==> src/hw/xcvr_pkg.sv <==
// Constants shared by the registered octal bus transceiver
package xcvr_pkg;

	// ************************************************************
	// Widths
	// ************************************************************
	localparam int DATA_W = 8;
	localparam int CTRL_SYNC_W = 6;
	localparam int ADDR_W = 8;
	localparam int BUF_DEPTH = 2;

	// ************************************************************
	// Register map
	// ************************************************************
	localparam logic [ADDR_W-1:0] CTRL_OFFSET = 8'h00;
	localparam logic [ADDR_W-1:0] STATUS_OFFSET = 8'h04;

	// Control register fields
	localparam int CTRL_DRAIN_HOLD_BIT = 0;
	localparam logic [31:0] CTRL_RESET = 32'h0000_0000;

	// Status register fields
	localparam int STAT_A_STORE_LSB = 0;
	localparam int STAT_B_STORE_LSB = 8;
	localparam int STAT_A_READY_BIT = 16;
	localparam int STAT_B_READY_BIT = 17;
	localparam int STAT_A_PEND_BIT = 18;
	localparam int STAT_B_PEND_BIT = 19;

	// Positions inside the synchronised control vector
	localparam int SYNC_OEN_BIT = 0;
	localparam int SYNC_DIR_BIT = 1;
	localparam int SYNC_SAB_BIT = 2;
	localparam int SYNC_SBA_BIT = 3;
	localparam int SYNC_A_TO_B_CAPTURE_CLOCK_BIT = 4;
	localparam int SYNC_B_TO_A_CAPTURE_CLOCK_BIT = 5;

	// Reset values of driven outputs
	localparam logic [DATA_W-1:0] PORT_OUT_RESET = 8'h00;
	localparam logic [31:0] RD_DATA_RESET = 32'h0000_0000;

endpackage

==> src/hw/pin_sync.sv <==
// Three-stage pin synchroniser with agreement filter
`timescale 1ns/1ps
module pin_sync #(
	parameter int W = 8
) (
	input wire logic core_clk, // System clock
	input wire logic nrst, // Async reset, active low
	input wire logic [W-1:0] pinIn, // Raw pin levels
	output logic [W-1:0] stable // Filtered levels
);

	logic [W-1:0] stage1_q;
	logic [W-1:0] stage2_q;
	logic [W-1:0] stage3_q;
	logic [W-1:0] stable_q;
	logic [W-1:0] stable_d;

	// Per bit, accept a change only when stages two and three agree
	for (genvar i = 0; i < W; i++) begin : g_bit
		always_comb begin
			stable_d[i] = (stage2_q[i] == stage3_q[i]) ? stage3_q[i] : stable_q[i];
		end
	end

	// Shift chain; stage one feeds stage two only
	always_ff @(posedge core_clk or negedge nrst) begin
		if (!nrst) begin
			stage1_q <= '0;
			stage2_q <= '0;
			stage3_q <= '0;
			stable_q <= '0;
		end else begin
			stage1_q <= pinIn;
			stage2_q <= stage1_q;
			stage3_q <= stage2_q;
			stable_q <= stable_d;
		end
	end

	assign stable = stable_q;

endmodule

==> src/hw/two_entry_buffer.sv <==
// Two-entry valid/ready buffer for captured words
`timescale 1ns/1ps
module two_entry_buffer #(
	parameter int W = 8,
	parameter int DEPTH = 2
) (
	input wire logic core_clk, // System clock
	input wire logic nrst, // Async reset, active low
	input wire logic inValid, // Word offered
	input wire logic [W-1:0] inData, // Offered word
	output logic inReady, // Room for a word
	output logic outValid, // Word waiting
	output logic [W-1:0] outData, // Oldest word
	input wire logic outReady // Drain accepts
);

	localparam int PTR_W = $clog2(DEPTH);

	logic [W-1:0] mem_q [DEPTH];
	logic [W-1:0] mem_d [DEPTH];
	logic [PTR_W-1:0] wrPtr_q, wrPtr_d;
	logic [PTR_W-1:0] rdPtr_q, rdPtr_d;
	logic [PTR_W:0] count_q, count_d;
	logic push;
	logic pop;

	assign inReady = (count_q != (PTR_W+1)'(DEPTH));
	assign outValid = (count_q != '0);
	assign outData = mem_q[rdPtr_q];
	assign push = inValid && inReady;
	assign pop = outValid && outReady;

	// Next pointers, count and storage
	always_comb begin
		mem_d = mem_q;
		wrPtr_d = wrPtr_q;
		rdPtr_d = rdPtr_q;
		count_d = count_q;
		if (push) begin
			mem_d[wrPtr_q] = inData;
			wrPtr_d = (wrPtr_q == PTR_W'(DEPTH-1)) ? '0 : wrPtr_q + 1'b1;
		end
		if (pop) begin
			rdPtr_d = (rdPtr_q == PTR_W'(DEPTH-1)) ? '0 : rdPtr_q + 1'b1;
		end
		if (push && !pop) begin
			count_d = count_q + 1'b1;
		end else if (pop && !push) begin
			count_d = count_q - 1'b1;
		end
	end

	// Pointer and count registers
	always_ff @(posedge core_clk or negedge nrst) begin
		if (!nrst) begin
			wrPtr_q <= '0;
			rdPtr_q <= '0;
			count_q <= '0;
		end else begin
			wrPtr_q <= wrPtr_d;
			rdPtr_q <= rdPtr_d;
			count_q <= count_d;
		end
	end

	// Word storage, data only
	always_ff @(posedge core_clk) begin
		mem_q <= mem_d;
	end

endmodule

==> src/hw/octal_registered_bus_transceiver.sv <==
// Registered octal bus transceiver with per-direction stores
//
// The register addresses and the address-and-strobe port were left to the implementer.
`timescale 1ns/1ps
module octal_registered_bus_transceiver
	import xcvr_pkg::*;
(
	input wire logic core_clk, // System clock, 100 MHz
	input wire logic nrst, // Async reset, active low
	input wire logic [DATA_W-1:0] portADataIn, // Port A pin level
	output logic [DATA_W-1:0] portADataOut, // Port A drive value
	output logic portADataOe, // Port A driven
	input wire logic [DATA_W-1:0] portBDataIn, // Port B pin level
	output logic [DATA_W-1:0] portBDataOut, // Port B drive value
	output logic portBDataOe, // Port B driven
	input wire logic aToBCaptureClock, // A store clock pin
	input wire logic bToACaptureClock, // B store clock pin
	input wire logic aToBSourceSelect, // B gets store when high
	input wire logic bToASourceSelect, // A gets store when high
	input wire logic outEnableN, // Output enable, active low
	input wire logic direction, // High drives B, low drives A
	input wire logic [ADDR_W-1:0] regAddr, // Register address
	input wire logic [31:0] regWrData, // Register write data
	input wire logic regWrStb, // Write strobe
	input wire logic regRdStb, // Read strobe
	output logic [31:0] regRdData // Read data, next cycle
);

	// ************************************************************
	// Behaviour summary
	// ************************************************************

	// Every outside level except the register port passes the three-stage filter first
	// A level change counts once stages two and three agree
	// Pin to filtered level: four clock edges
	// Filtered level to port drive register: one more edge
	// Drive outputs therefore trail the pins by five edges
	// Live pass-through is a sampled copy, not a wire path
	// Slow live data is fine; glitches shorter than the filter vanish
	//
	// Capture clocks are sampled like any other pin
	// Their high and low phases must each last two cycles or more
	// A rise pushes the filtered data level into a two-entry buffer
	// The buffer drains into the store one word per cycle
	// Storage never looks at enable, direction or selects
	//
	// Drain hold in the control register pauses both stores
	// Up to two rises per side queue while held
	// A third rise on a full side is lost; its ready bit shows this
	// Releasing the hold loads the queued words in order
	//
	// Stores have no reset and read unknown until first capture
	// Drive registers reset to zero with both enables low
	// So nothing is driven while reset is asserted
	//
	// The drive logic picks at most one port at a time
	// Direction low enables A only; direction high enables B only
	// A select reads the store as of the previous cycle
	//
	// Register port answers one cycle after the read strobe
	// Read data return to zero in every other cycle
	// Writes to any address but control are ignored
	// Reads of unmapped addresses return zero
	//
	// A floating data pin is not held; its unknown level reaches the filter output
	// Unknown levels on pins are passed on, not cleaned
	//
	// The two capture clocks are watched independently
	// They need no fixed relation to each other
	// Both may rise in the same cycle; each side has its own buffer

	// ************************************************************
	// Pin synchronisation
	// ************************************************************

	localparam int SYNC_W = 2*DATA_W + CTRL_SYNC_W;

	logic [SYNC_W-1:0] rawPins;
	logic [SYNC_W-1:0] syncPins;
	logic [DATA_W-1:0] aLive;
	logic [DATA_W-1:0] bLive;
	logic oeNSync;
	logic dirSync;
	logic sabSync;
	logic sbaSync;
	logic clkAbSync;
	logic clkBaSync;

	// Gather every outside level except the register port into one filtered vector
	assign rawPins = {portBDataIn, portADataIn, bToACaptureClock, aToBCaptureClock,
		bToASourceSelect, aToBSourceSelect, direction, outEnableN};

	// Agreement filter does not hold a floating line; its unknown level passes through
	pin_sync #(
		.W(SYNC_W)
	) u_pin_sync (
		.core_clk(core_clk),
		.nrst(nrst),
		.pinIn(rawPins),
		.stable(syncPins)
	);

	// Split the filtered vector back into its parts
	assign oeNSync = syncPins[SYNC_OEN_BIT];
	assign dirSync = syncPins[SYNC_DIR_BIT];
	assign sabSync = syncPins[SYNC_SAB_BIT];
	assign sbaSync = syncPins[SYNC_SBA_BIT];
	assign clkAbSync = syncPins[SYNC_A_TO_B_CAPTURE_CLOCK_BIT];
	assign clkBaSync = syncPins[SYNC_B_TO_A_CAPTURE_CLOCK_BIT];
	assign aLive = syncPins[CTRL_SYNC_W +: DATA_W];
	assign bLive = syncPins[CTRL_SYNC_W+DATA_W +: DATA_W];

	// ************************************************************
	// Capture clock edge detection
	// ************************************************************

	logic clkAbPrev_q, clkAbPrev_d;
	logic clkBaPrev_q, clkBaPrev_d;
	logic riseAb;
	logic riseBa;

	// Each clock is watched on its own; the two may be unrelated
	always_comb begin
		clkAbPrev_d = clkAbSync;
		clkBaPrev_d = clkBaSync;
		riseAb = clkAbSync && !clkAbPrev_q;
		riseBa = clkBaSync && !clkBaPrev_q;
	end

	// Previous clock levels
	always_ff @(posedge core_clk or negedge nrst) begin
		if (!nrst) begin
			clkAbPrev_q <= 1'b0;
			clkBaPrev_q <= 1'b0;
		end else begin
			clkAbPrev_q <= clkAbPrev_d;
			clkBaPrev_q <= clkBaPrev_d;
		end
	end

	// ************************************************************
	// Capture buffers
	// ************************************************************

	logic ctrlDrainHold_q, ctrlDrainHold_d;
	logic aBufReady;
	logic bBufReady;
	logic aBufValid;
	logic bBufValid;
	logic [DATA_W-1:0] aBufData;
	logic [DATA_W-1:0] bBufData;
	logic drainReady;

	// Software may pause the drain; words wait in the buffers
	assign drainReady = !ctrlDrainHold_q;

	// Every A clock rise offers the A level, no output gating
	two_entry_buffer #(
		.W(DATA_W),
		.DEPTH(BUF_DEPTH)
	) u_a_buffer (
		.core_clk(core_clk),
		.nrst(nrst),
		.inValid(riseAb),
		.inData(aLive),
		.inReady(aBufReady),
		.outValid(aBufValid),
		.outData(aBufData),
		.outReady(drainReady)
	);

	// Every B clock rise offers the B level, no output gating
	two_entry_buffer #(
		.W(DATA_W),
		.DEPTH(BUF_DEPTH)
	) u_b_buffer (
		.core_clk(core_clk),
		.nrst(nrst),
		.inValid(riseBa),
		.inData(bLive),
		.inReady(bBufReady),
		.outValid(bBufValid),
		.outData(bBufData),
		.outReady(drainReady)
	);

	// ************************************************************
	// Direction stores
	// ************************************************************

	logic [DATA_W-1:0] storeA_q, storeA_d;
	logic [DATA_W-1:0] storeB_q, storeB_d;

	// Load from the buffer, otherwise hold
	always_comb begin
		storeA_d = storeA_q;
		storeB_d = storeB_q;
		if (aBufValid && drainReady) begin
			storeA_d = aBufData;
		end
		if (bBufValid && drainReady) begin
			storeB_d = bBufData;
		end
	end

	// Stores carry no reset; content unknown until first capture
	always_ff @(posedge core_clk) begin
		storeA_q <= storeA_d;
		storeB_q <= storeB_d;
	end

	// ************************************************************
	// Port drive
	// ************************************************************

	logic [DATA_W-1:0] portAOut_q, portAOut_d;
	logic [DATA_W-1:0] portBOut_q, portBOut_d;
	logic portAOe_q, portAOe_d;
	logic portBOe_q, portBOe_d;

	// Enable and direction pick one port; selects pick live or stored
	always_comb begin
		portAOut_d = portAOut_q;
		portBOut_d = portBOut_q;
		portAOe_d = 1'b0;
		portBOe_d = 1'b0;
		if (!oeNSync) begin
			if (!dirSync) begin
				portAOe_d = 1'b1;
				portAOut_d = sbaSync ? storeB_q : bLive;
			end else begin
				portBOe_d = 1'b1;
				portBOut_d = sabSync ? storeA_q : aLive;
			end
		end
	end

	// Drive registers
	always_ff @(posedge core_clk or negedge nrst) begin
		if (!nrst) begin
			portAOut_q <= PORT_OUT_RESET;
			portBOut_q <= PORT_OUT_RESET;
			portAOe_q <= 1'b0;
			portBOe_q <= 1'b0;
		end else begin
			portAOut_q <= portAOut_d;
			portBOut_q <= portBOut_d;
			portAOe_q <= portAOe_d;
			portBOe_q <= portBOe_d;
		end
	end

	assign portADataOut = portAOut_q;
	assign portBDataOut = portBOut_q;
	assign portADataOe = portAOe_q;
	assign portBDataOe = portBOe_q;

	// ************************************************************
	// Register port
	// ************************************************************

	logic [31:0] rdData_q, rdData_d;
	logic [31:0] statusWord;

	// Status view of the stores and buffers
	always_comb begin
		statusWord = '0;
		statusWord[STAT_A_STORE_LSB +: DATA_W] = storeA_q;
		statusWord[STAT_B_STORE_LSB +: DATA_W] = storeB_q;
		statusWord[STAT_A_READY_BIT] = aBufReady;
		statusWord[STAT_B_READY_BIT] = bBufReady;
		statusWord[STAT_A_PEND_BIT] = aBufValid;
		statusWord[STAT_B_PEND_BIT] = bBufValid;
	end

	// Write decode and read mux; unmapped reads return zero
	always_comb begin
		ctrlDrainHold_d = ctrlDrainHold_q;
		rdData_d = '0;
		if (regWrStb && (regAddr == CTRL_OFFSET)) begin
			ctrlDrainHold_d = regWrData[CTRL_DRAIN_HOLD_BIT];
		end
		if (regRdStb) begin
			case (regAddr)
				CTRL_OFFSET: begin
					rdData_d[CTRL_DRAIN_HOLD_BIT] = ctrlDrainHold_q;
				end
				STATUS_OFFSET: begin
					rdData_d = statusWord;
				end
				default: begin
					rdData_d = '0;
				end
			endcase
		end
	end

	// Control and read data registers
	always_ff @(posedge core_clk or negedge nrst) begin
		if (!nrst) begin
			ctrlDrainHold_q <= CTRL_RESET[CTRL_DRAIN_HOLD_BIT];
			rdData_q <= RD_DATA_RESET;
		end else begin
			ctrlDrainHold_q <= ctrlDrainHold_d;
			rdData_q <= rdData_d;
		end
	end

	assign regRdData = rdData_q;

endmodule

==> config.mk <==
export PLATFORM = sky130hd
export DESIGN_NAME = octal_registered_bus_transceiver
export DESIGN_NICKNAME = d
export VERILOG_FILES = /design/src/hw/xcvr_pkg.sv /design/src/hw/pin_sync.sv /design/src/hw/two_entry_buffer.sv /design/src/hw/octal_registered_bus_transceiver.sv
export SDC_FILE = /design/constraint.sdc
export NUM_CORES = 1
export LEC_CHECK = 0
export BUFFER_PORTS_ARGS = -buffer_cell sky130_fd_sc_hd__buf_2
export CAP_MARGIN = 20
export CORE_MARGIN = 5
export CORE_UTILIZATION = 54
export CTS_BUF_LIST = sky130_fd_sc_hd__clkbuf_4 sky130_fd_sc_hd__clkbuf_8 sky130_fd_sc_hd__clkbuf_16
export CTS_CLUSTER_SIZE = 14
export DETAILED_ROUTE_END_ITERATION = 10
export PLACE_DENSITY = 0.75
export SETUP_SLACK_MARGIN = 0.1
export SYNTH_ARGS = -nofsm -noshare
export SYNTH_HDL_FRONTEND = slang
export SYNTH_SLANG_ARGS = --single-unit
==> constraint.sdc <==
create_clock -name core_clk -period 2.3 [get_ports core_clk]
set_input_delay 0 -clock core_clk [delete_from_list [all_inputs] [get_ports core_clk]]
set_output_delay 0 -clock core_clk [all_outputs]
set_load 0.1 [all_outputs]
==> flow_summary.json, run 1 <==
{
  "status": "completed",
  "dp_hpwl_um": 6090,
  "synth_cell_types": 30,
  "synth_common_cells": "dfrtp_1, edfxtp_1, maj3_1, and2_1, mux2_2",
  "gp_congestion": 0.749,
  "cp_data_arrival_time_ns": 1.69,
  "crit_fanout": 8,
  "antennaDiodeCount": 0,
  "drt.antenna.violating_nets": 0,
  "required_ns": 2.38,
  "hold_depth": 4,
  "fmax_mhz": 622,
  "yosys-top-cells-area": "dfrtp_1, edfxtp_1, maj3_1",
  "routed-via-count": 2910,
  "crit_path_end_kind": "register",
  "leakage_nw": 3.42,
  "period_needed_ns": 1.61,
  "nets": 536,
  "crit_chain": "nor2b_1 -> nor3b_2 -> and2_1",
  "vdd_drop_max_v": 0.000843,
  "yosysMostFrequentCell": "dfrtp_1",
  "finClkSkew_ns": 0.00580,
  "power_density_nw_per_um2": 1220,
  "synth-seq-cells": 185,
  "synth_top_area_share_pct": 56.0,
  "overflow": 0,
  "chipHeight_um": 116,
  "synth_top_area_cell": "dfrtp_1",
  "firstDrtPassIters": 4,
  "grt_first_pass_wirelength_um": 15400,
  "cp_slowest_stage_delay_ns": 0.41,
  "ys.warnings.count": 0,
  "cts_sinks": 185,
  "synth_cells": 351,
  "viasPerCell": 4.69,
  "grt_max_degree": 57,
  "dr.first_iter.drc_count": 193,
  "synth_flop_cell": "dfrtp_1",
  "hold_violations": 0,
  "syn_avg_cell_area_um2": 17.4,
  "worstMarginPinSlew_ns": 0.538,
  "cp_slowest_cell": "and2_1",
  "nFillCells": 715,
  "ys_seq_area_share_pct": 79.5,
  "finalSetupViolCount": 0,
  "rows": 38,
  "clkTransAtPathRegs_ns": 0.06,
  "rsz0062_at_grt": "false",
  "hold_ws_ns": 0.0680,
  "design.die.area_um2": 13600,
  "initial_core_util_pct": 55.8,
  "grt_pass1_vias": 3110,
  "max_cap_viol_count": 0,
  "final-max-slew-violation-count": 0,
  "cts_made_buffers": 17,
  "cts_tree": "yes",
  "r2r_cells": 3,
  "synth_edf_count": 48,
  "start_kind": "register",
  "min_period_over_period_pct": 69.9,
  "slew_headroom_pct": 64.2,
  "core_area_um2": 11000,
  "wl_per_cell_um": 14.8,
  "worstSkewPairLatency_ns": 0.42,
  "place.port_buffers": 72,
  "synthesis.area_um2": 6120,
  "die_w_um": 116,
  "ios": 116,
  "cts_buffer_depth": 2,
  "critPathKind": "reg -> reg",
  "areaGrowthSynthToFinish_pct": 23.1,
  "drc": 0,
  "async_reset_ff_share_pct": 74.1,
  "antenna_found_initial": 0,
  "cts-root-buf": "clkbuf_16",
  "grt.total_usage_pct": 15.3,
  "fin_setup_tns_ns": 0,
  "routed_wirelength_um": 9160,
  "min_path_type": "in -> reg",
  "cts-htree-levels": 4,
  "drive_above_1_share_pct": 27.2
}
worst paths after layout:
| check | start | slack, ns | endpoint |
|---|---|---|---|
| setup / recovery | u_b_buffer.count_q[1] | 0.69 | u_b_buffer.mem_q[3] |
| hold / removal | regAddr[6] | 0.07 | regRdData[18] |
| setup reg to reg | u_b_buffer.count_q[1] | 0.69 | u_b_buffer.mem_q[3] |
| hold reg to reg | u_pin_sync.stage1_q[1] | 0.35 | u_pin_sync.stage2_q[1] |
| max in group asynchronous | nrst | 1.56 | regRdData[10] |
| min in group asynchronous | nrst | 0.11 | u_pin_sync.stage1_q[13] |
worst max-delay path: cells and delay by family (launching register included):
family,cells,cell delay (ns)
flops,1,0.40
simple gates,3,0.87
cells by family after synthesis:
kind of cell / count (synthesis) / share of synthesized area, %
adders and majority gates: 24 / 4.00
and+or+nand+nor: 57 / 5.35
DFF: 185 / 79.5
other: 1 / 0.0612
AOI/OAI and AO/OA: 16 / 1.31
xor gates and xnor gates: 10 / 1.43
muxes: 34 / 5.93
buffers and inverters: 24 / 2.39
metal layers:
metal | wire length (um) | GRT usage, % | up-vias
met5 | 0 | 0 | -
li1 | - | - | 1417
met3 | 630 | 4.97 | 13
met2 | 4280 | 23.0 | 91
met1 | 4100 | 20.5 | 1389
met4 | 157 | 7.27 | 0
report_power, final:
part	switching, mW	total [mW]	internal [mW]	leakage [nW]
logic	1.38	1.91	0.526	0.999
registers	0.346	4.33	3.98	2.12
clock network	1.17	2.95	1.78	0.302
flip-flops by register name, indices dropped and copies added (netlist names), 2 cells and up:
signal and count:
u_pin_sync.stage3_q 22, u_pin_sync.stable 22, u_a_buffer.mem_q 16, u_a_buffer.count_q 2
u_b_buffer.count_q 2, u_b_buffer.mem_q 16, portADataOut 8, storeA_q 8
u_pin_sync.stage1_q 22, u_pin_sync.stage2_q 22, storeB_q 8, portBDataOut 8
regRdData 20
placed cells by master, fill, tap and decap left out, types with 2 or more instances in the layout:
cell / n
clkinv_2: 3
nor2b_1: 4
dlygate4sd3_1: 28
nand2_1: 16
o21ai_1: 9
nor2_1: 10
buf_2: 71
bufinv_16: 3
mux2_2: 17
clkbuf_16: 18
o21ai_0: 7
maj3_1: 22
dfrtp_1: 137
and2_1: 17
buf_4: 6
inv_1: 4
mux2i_1: 16
ha_1: 2
inv_6: 2
conb_1: 12
xnor2_1: 2
nor3b_2: 2
clkinvlp_4: 2
xor2_1: 8
edfxtp_1: 48
through the flow:
stage	power [mW]	worst slack, ns	area, um2	cells	util, %
6_report	9.19	0.693	7540	621	68.6
5_1_grt	9.63	0.527	7540	621	68.6
4_1_cts	9.29	0.685	7540	621	68.6
3_5_place_dp	6.27	0.713	6640	561	60.5
3_3_place_gp	6.19	0.755	6640	561	60.5
2_1_floorplan	5.83	0.622	6160	362	-
timing repair:
| item | 4_1_cts | 5_1_grt |
|---|---|---|
| resized for setup | 0 | 0 |
| buffers inserted | 0 | 0 |
| endpoints found under the hold margin | 162 | 0 |
| hold buffers | 28 | 0 |
final cells by class:
cell class / count / area (um2) / share of cell area, %
clock buffer: 18 / 450 / 5.98
clock inverter: 14 / 168 / 2.22
inverter: 4 / 15.0 / 0.199
multi-input combinational: 153 / 1150 / 15.2
sequential: 185 / 4870 / 64.6
tap: 140 / 175 / 2.32
timing repair buffer: 107 / 712 / 9.44
No activity file was read; power rests on OpenSTA's default activity.
==> run 2, diff against run 1 <==
Clock period 2.3 ns to 1.49 ns, I/O delays scaled along.
==> run 2 against run 1 <==
The run now ends with setup timing left. Register-to-register slack lost 0.73 ns. Non-clock buffer count up 20. Setup slack got worse by 0.73 ns. Die area unchanged.
==> flow_summary.json, run 2 (synthesized netlist as in run 1, its figures left out) <==
{
  "drive_above_1_share_pct": 32.3,
  "fin_setup_tns_ns": -0.0432,
  "nets": 556,
  "period_needed_ns": 1.52,
  "initial_core_util_pct": 55.8,
  "wl_per_cell_um": 15.5,
  "p_int_mw": 9.51,
  "grt.total_usage_pct": 16.0,
  "busiest_layer": "met2",
  "min_path_type": "in -> async",
  "cts-htree-levels": 4,
  "seq_power_share_pct": 47.7,
  "gp_congestion": 0.744,
  "ios": 116,
  "grt_use_met3_pct": 4.87,
  "grt_max_degree": 56,
  "grt_first_pass_wirelength_um": 16200,
  "finClkSkew_ns": 0.00757,
  "design.die.area_um2": 13600,
  "switchingPower_mw": 4.62,
  "fin_ws_ns": -0.0341,
  "start_kind": "register",
  "nFillCells": 693,
  "antenna_found_initial": 0,
  "die_w_um": 116,
  "required_ns": 1.78,
  "firstDrtPassIters": 6,
  "min_period_over_period_pct": 102,
  "crit_fanout": 3,
  "rsz0062_at_grt": "true",
  "leakage_nw": 3.50,
  "final-max-slew-violation-count": 0,
  "place_ws_ns": -0.0452,
  "cts-root-buf": "clkbuf_16",
  "power.share.combinational_pct": 23.3,
  "critPathKind": "reg -> reg",
  "use_met1_pct": 22.5,
  "cp_data_arrival_time_ns": 1.81,
  "slew_headroom_pct": 65.4,
  "drt.antenna.violating_nets": 0,
  "violations": "setup timing",
  "routed_wirelength_um": 9960,
  "areaGrowthSynthToFinish_pct": 26.3,
  "cts_made_buffers": 17,
  "fmax_mhz": 656,
  "viasPerCell": 4.74,
  "routed-via-count": 3039,
  "vdd_drop_max_v": 0.00141,
  "worstMarginPinSlew_ns": 0.519,
  "worstSkewPairLatency_ns": 0.42,
  "grt_pass1_vias": 3206,
  "r2r_start": "u_a_buffer.count_q[1]",
  "cts_sinks": 185,
  "rows": 38,
  "ff2ff_setup_slack_ns": -0.03,
  "crit_path_end_kind": "register",
  "final_cell_mix": "dfrtp_1, buf_2, edfxtp_1, dlygate4sd3_1, maj3_1",
  "hold_violations": 0,
  "max_cap_viol_count": 0,
  "layout_commonest_cell": "dfrtp_1",
  "finalSetupViolCount": 2,
  "antennaDiodeCount": 0,
  "cts_buffer_depth": 2,
  "core_area_um2": 11000,
  "chipHeight_um": 116,
  "cts_tree": "yes",
  "dr.first_iter.drc_count": 203,
  "met2_usage_pct": 23.6,
  "power_density_nw_per_um2": 1830,
  "pwr-share-clk_pct": 29.0,
  "dp_hpwl_um": 6240,
  "overflow": 0,
  "status": "complete, but fails checks",
  "sw_frac_of_total_pct": 32.7,
  "clkTransAtPathRegs_ns": 0.06,
  "startpoint": "u_a_buffer.count_q[1]",
  "drc": 0,
  "place.port_buffers": 72
}
run 2: cell types whose count changed in the layout (fill, tap and decap cells not counted), moves of 3 or more:
cell and delta:
buf_4 +12, dlygate4sd3_1 +6, nor2_1 -5, nor2b_1 -4
nor2b_4 +4, bufinv_16 -3, nor2_4 +3
run 2: final timing paths:
| path | endpoint | depth (start not counted) |
|---|---|---|
| min reg2reg | u_pin_sync.stage2_q[16] | 0 |
| max in group asynchronous | u_a_buffer.count_q[0] | 3 |
| max | u_a_buffer.count_q[1] | 6 |
| min | u_pin_sync.stage1_q[13] | 2 |
| max reg2reg | u_a_buffer.count_q[1] | 6 |
| min in group core_clk | u_pin_sync.stage1_q[17] | 2 |
run 2: worst max-delay path, stage by stage, from the launching register on:
cell,delay [ns]
dfrtp_1,0.40
nor2b_4,0.15
nor3b_4,0.21
ha_2,0.22
xor2_1,0.18
nor2_1,0.08
xor2_1,0.15
run 2: final cells by class:
class                           instances  area, um2  area share [%]
Clock buffer                           21        479            6.20
Clock inverter                         11       71.3           0.922
Inverter                                4       15.0           0.194
Multi-Input combinational cell        153       1230            16.0
Sequential cell                       185       4870            63.0
Tap cell                              140        175            2.27
Timing Repair Buffer                  127        885            11.4
run 2: power by group through the flow:
stage                     sequential (mW)  combinational [mW]  clock [mW]
after floorplan                      7.81                1.24           0
after global placement               6.73                2.89           0
after detailed placement             6.79                2.96           0
after CTS                            6.72                3.19        4.19
after global routing                 6.84                3.50        4.43
final                                6.74                3.30        4.09
run 2: timing repair:
item                       CTS  global route
setup endpoints to repair   36            36
gates resized for setup     10             9
setup buffers                5             4
pin swaps                    4             6
hold buffers                34             0
hold endpoints to repair   163             0
run 2: stage by stage:
step	cells	total power [mW]	util [%]	hold slack [ns]	cell area (um2)
finish	641	14.1	70.4	0.112	7730
global route	641	14.8	70.4	0.145	7730
CTS	637	14.1	69.8	0.121	7670
detailed placement	566	9.75	61.1	-0.0132	6710
global placement	566	9.62	61.1	-0.0201	6710
floorplan	362	9.05	-	-0.296	6200
run 2: routing by layer:
metal | vias to the layer above | share of wire (%)
met5 | - | 0
met4 | 0 | 1.6
met3 | 13 | 6.1
met2 | 95 | 46
met1 | 1473 | 46
li1 | 1458 | -
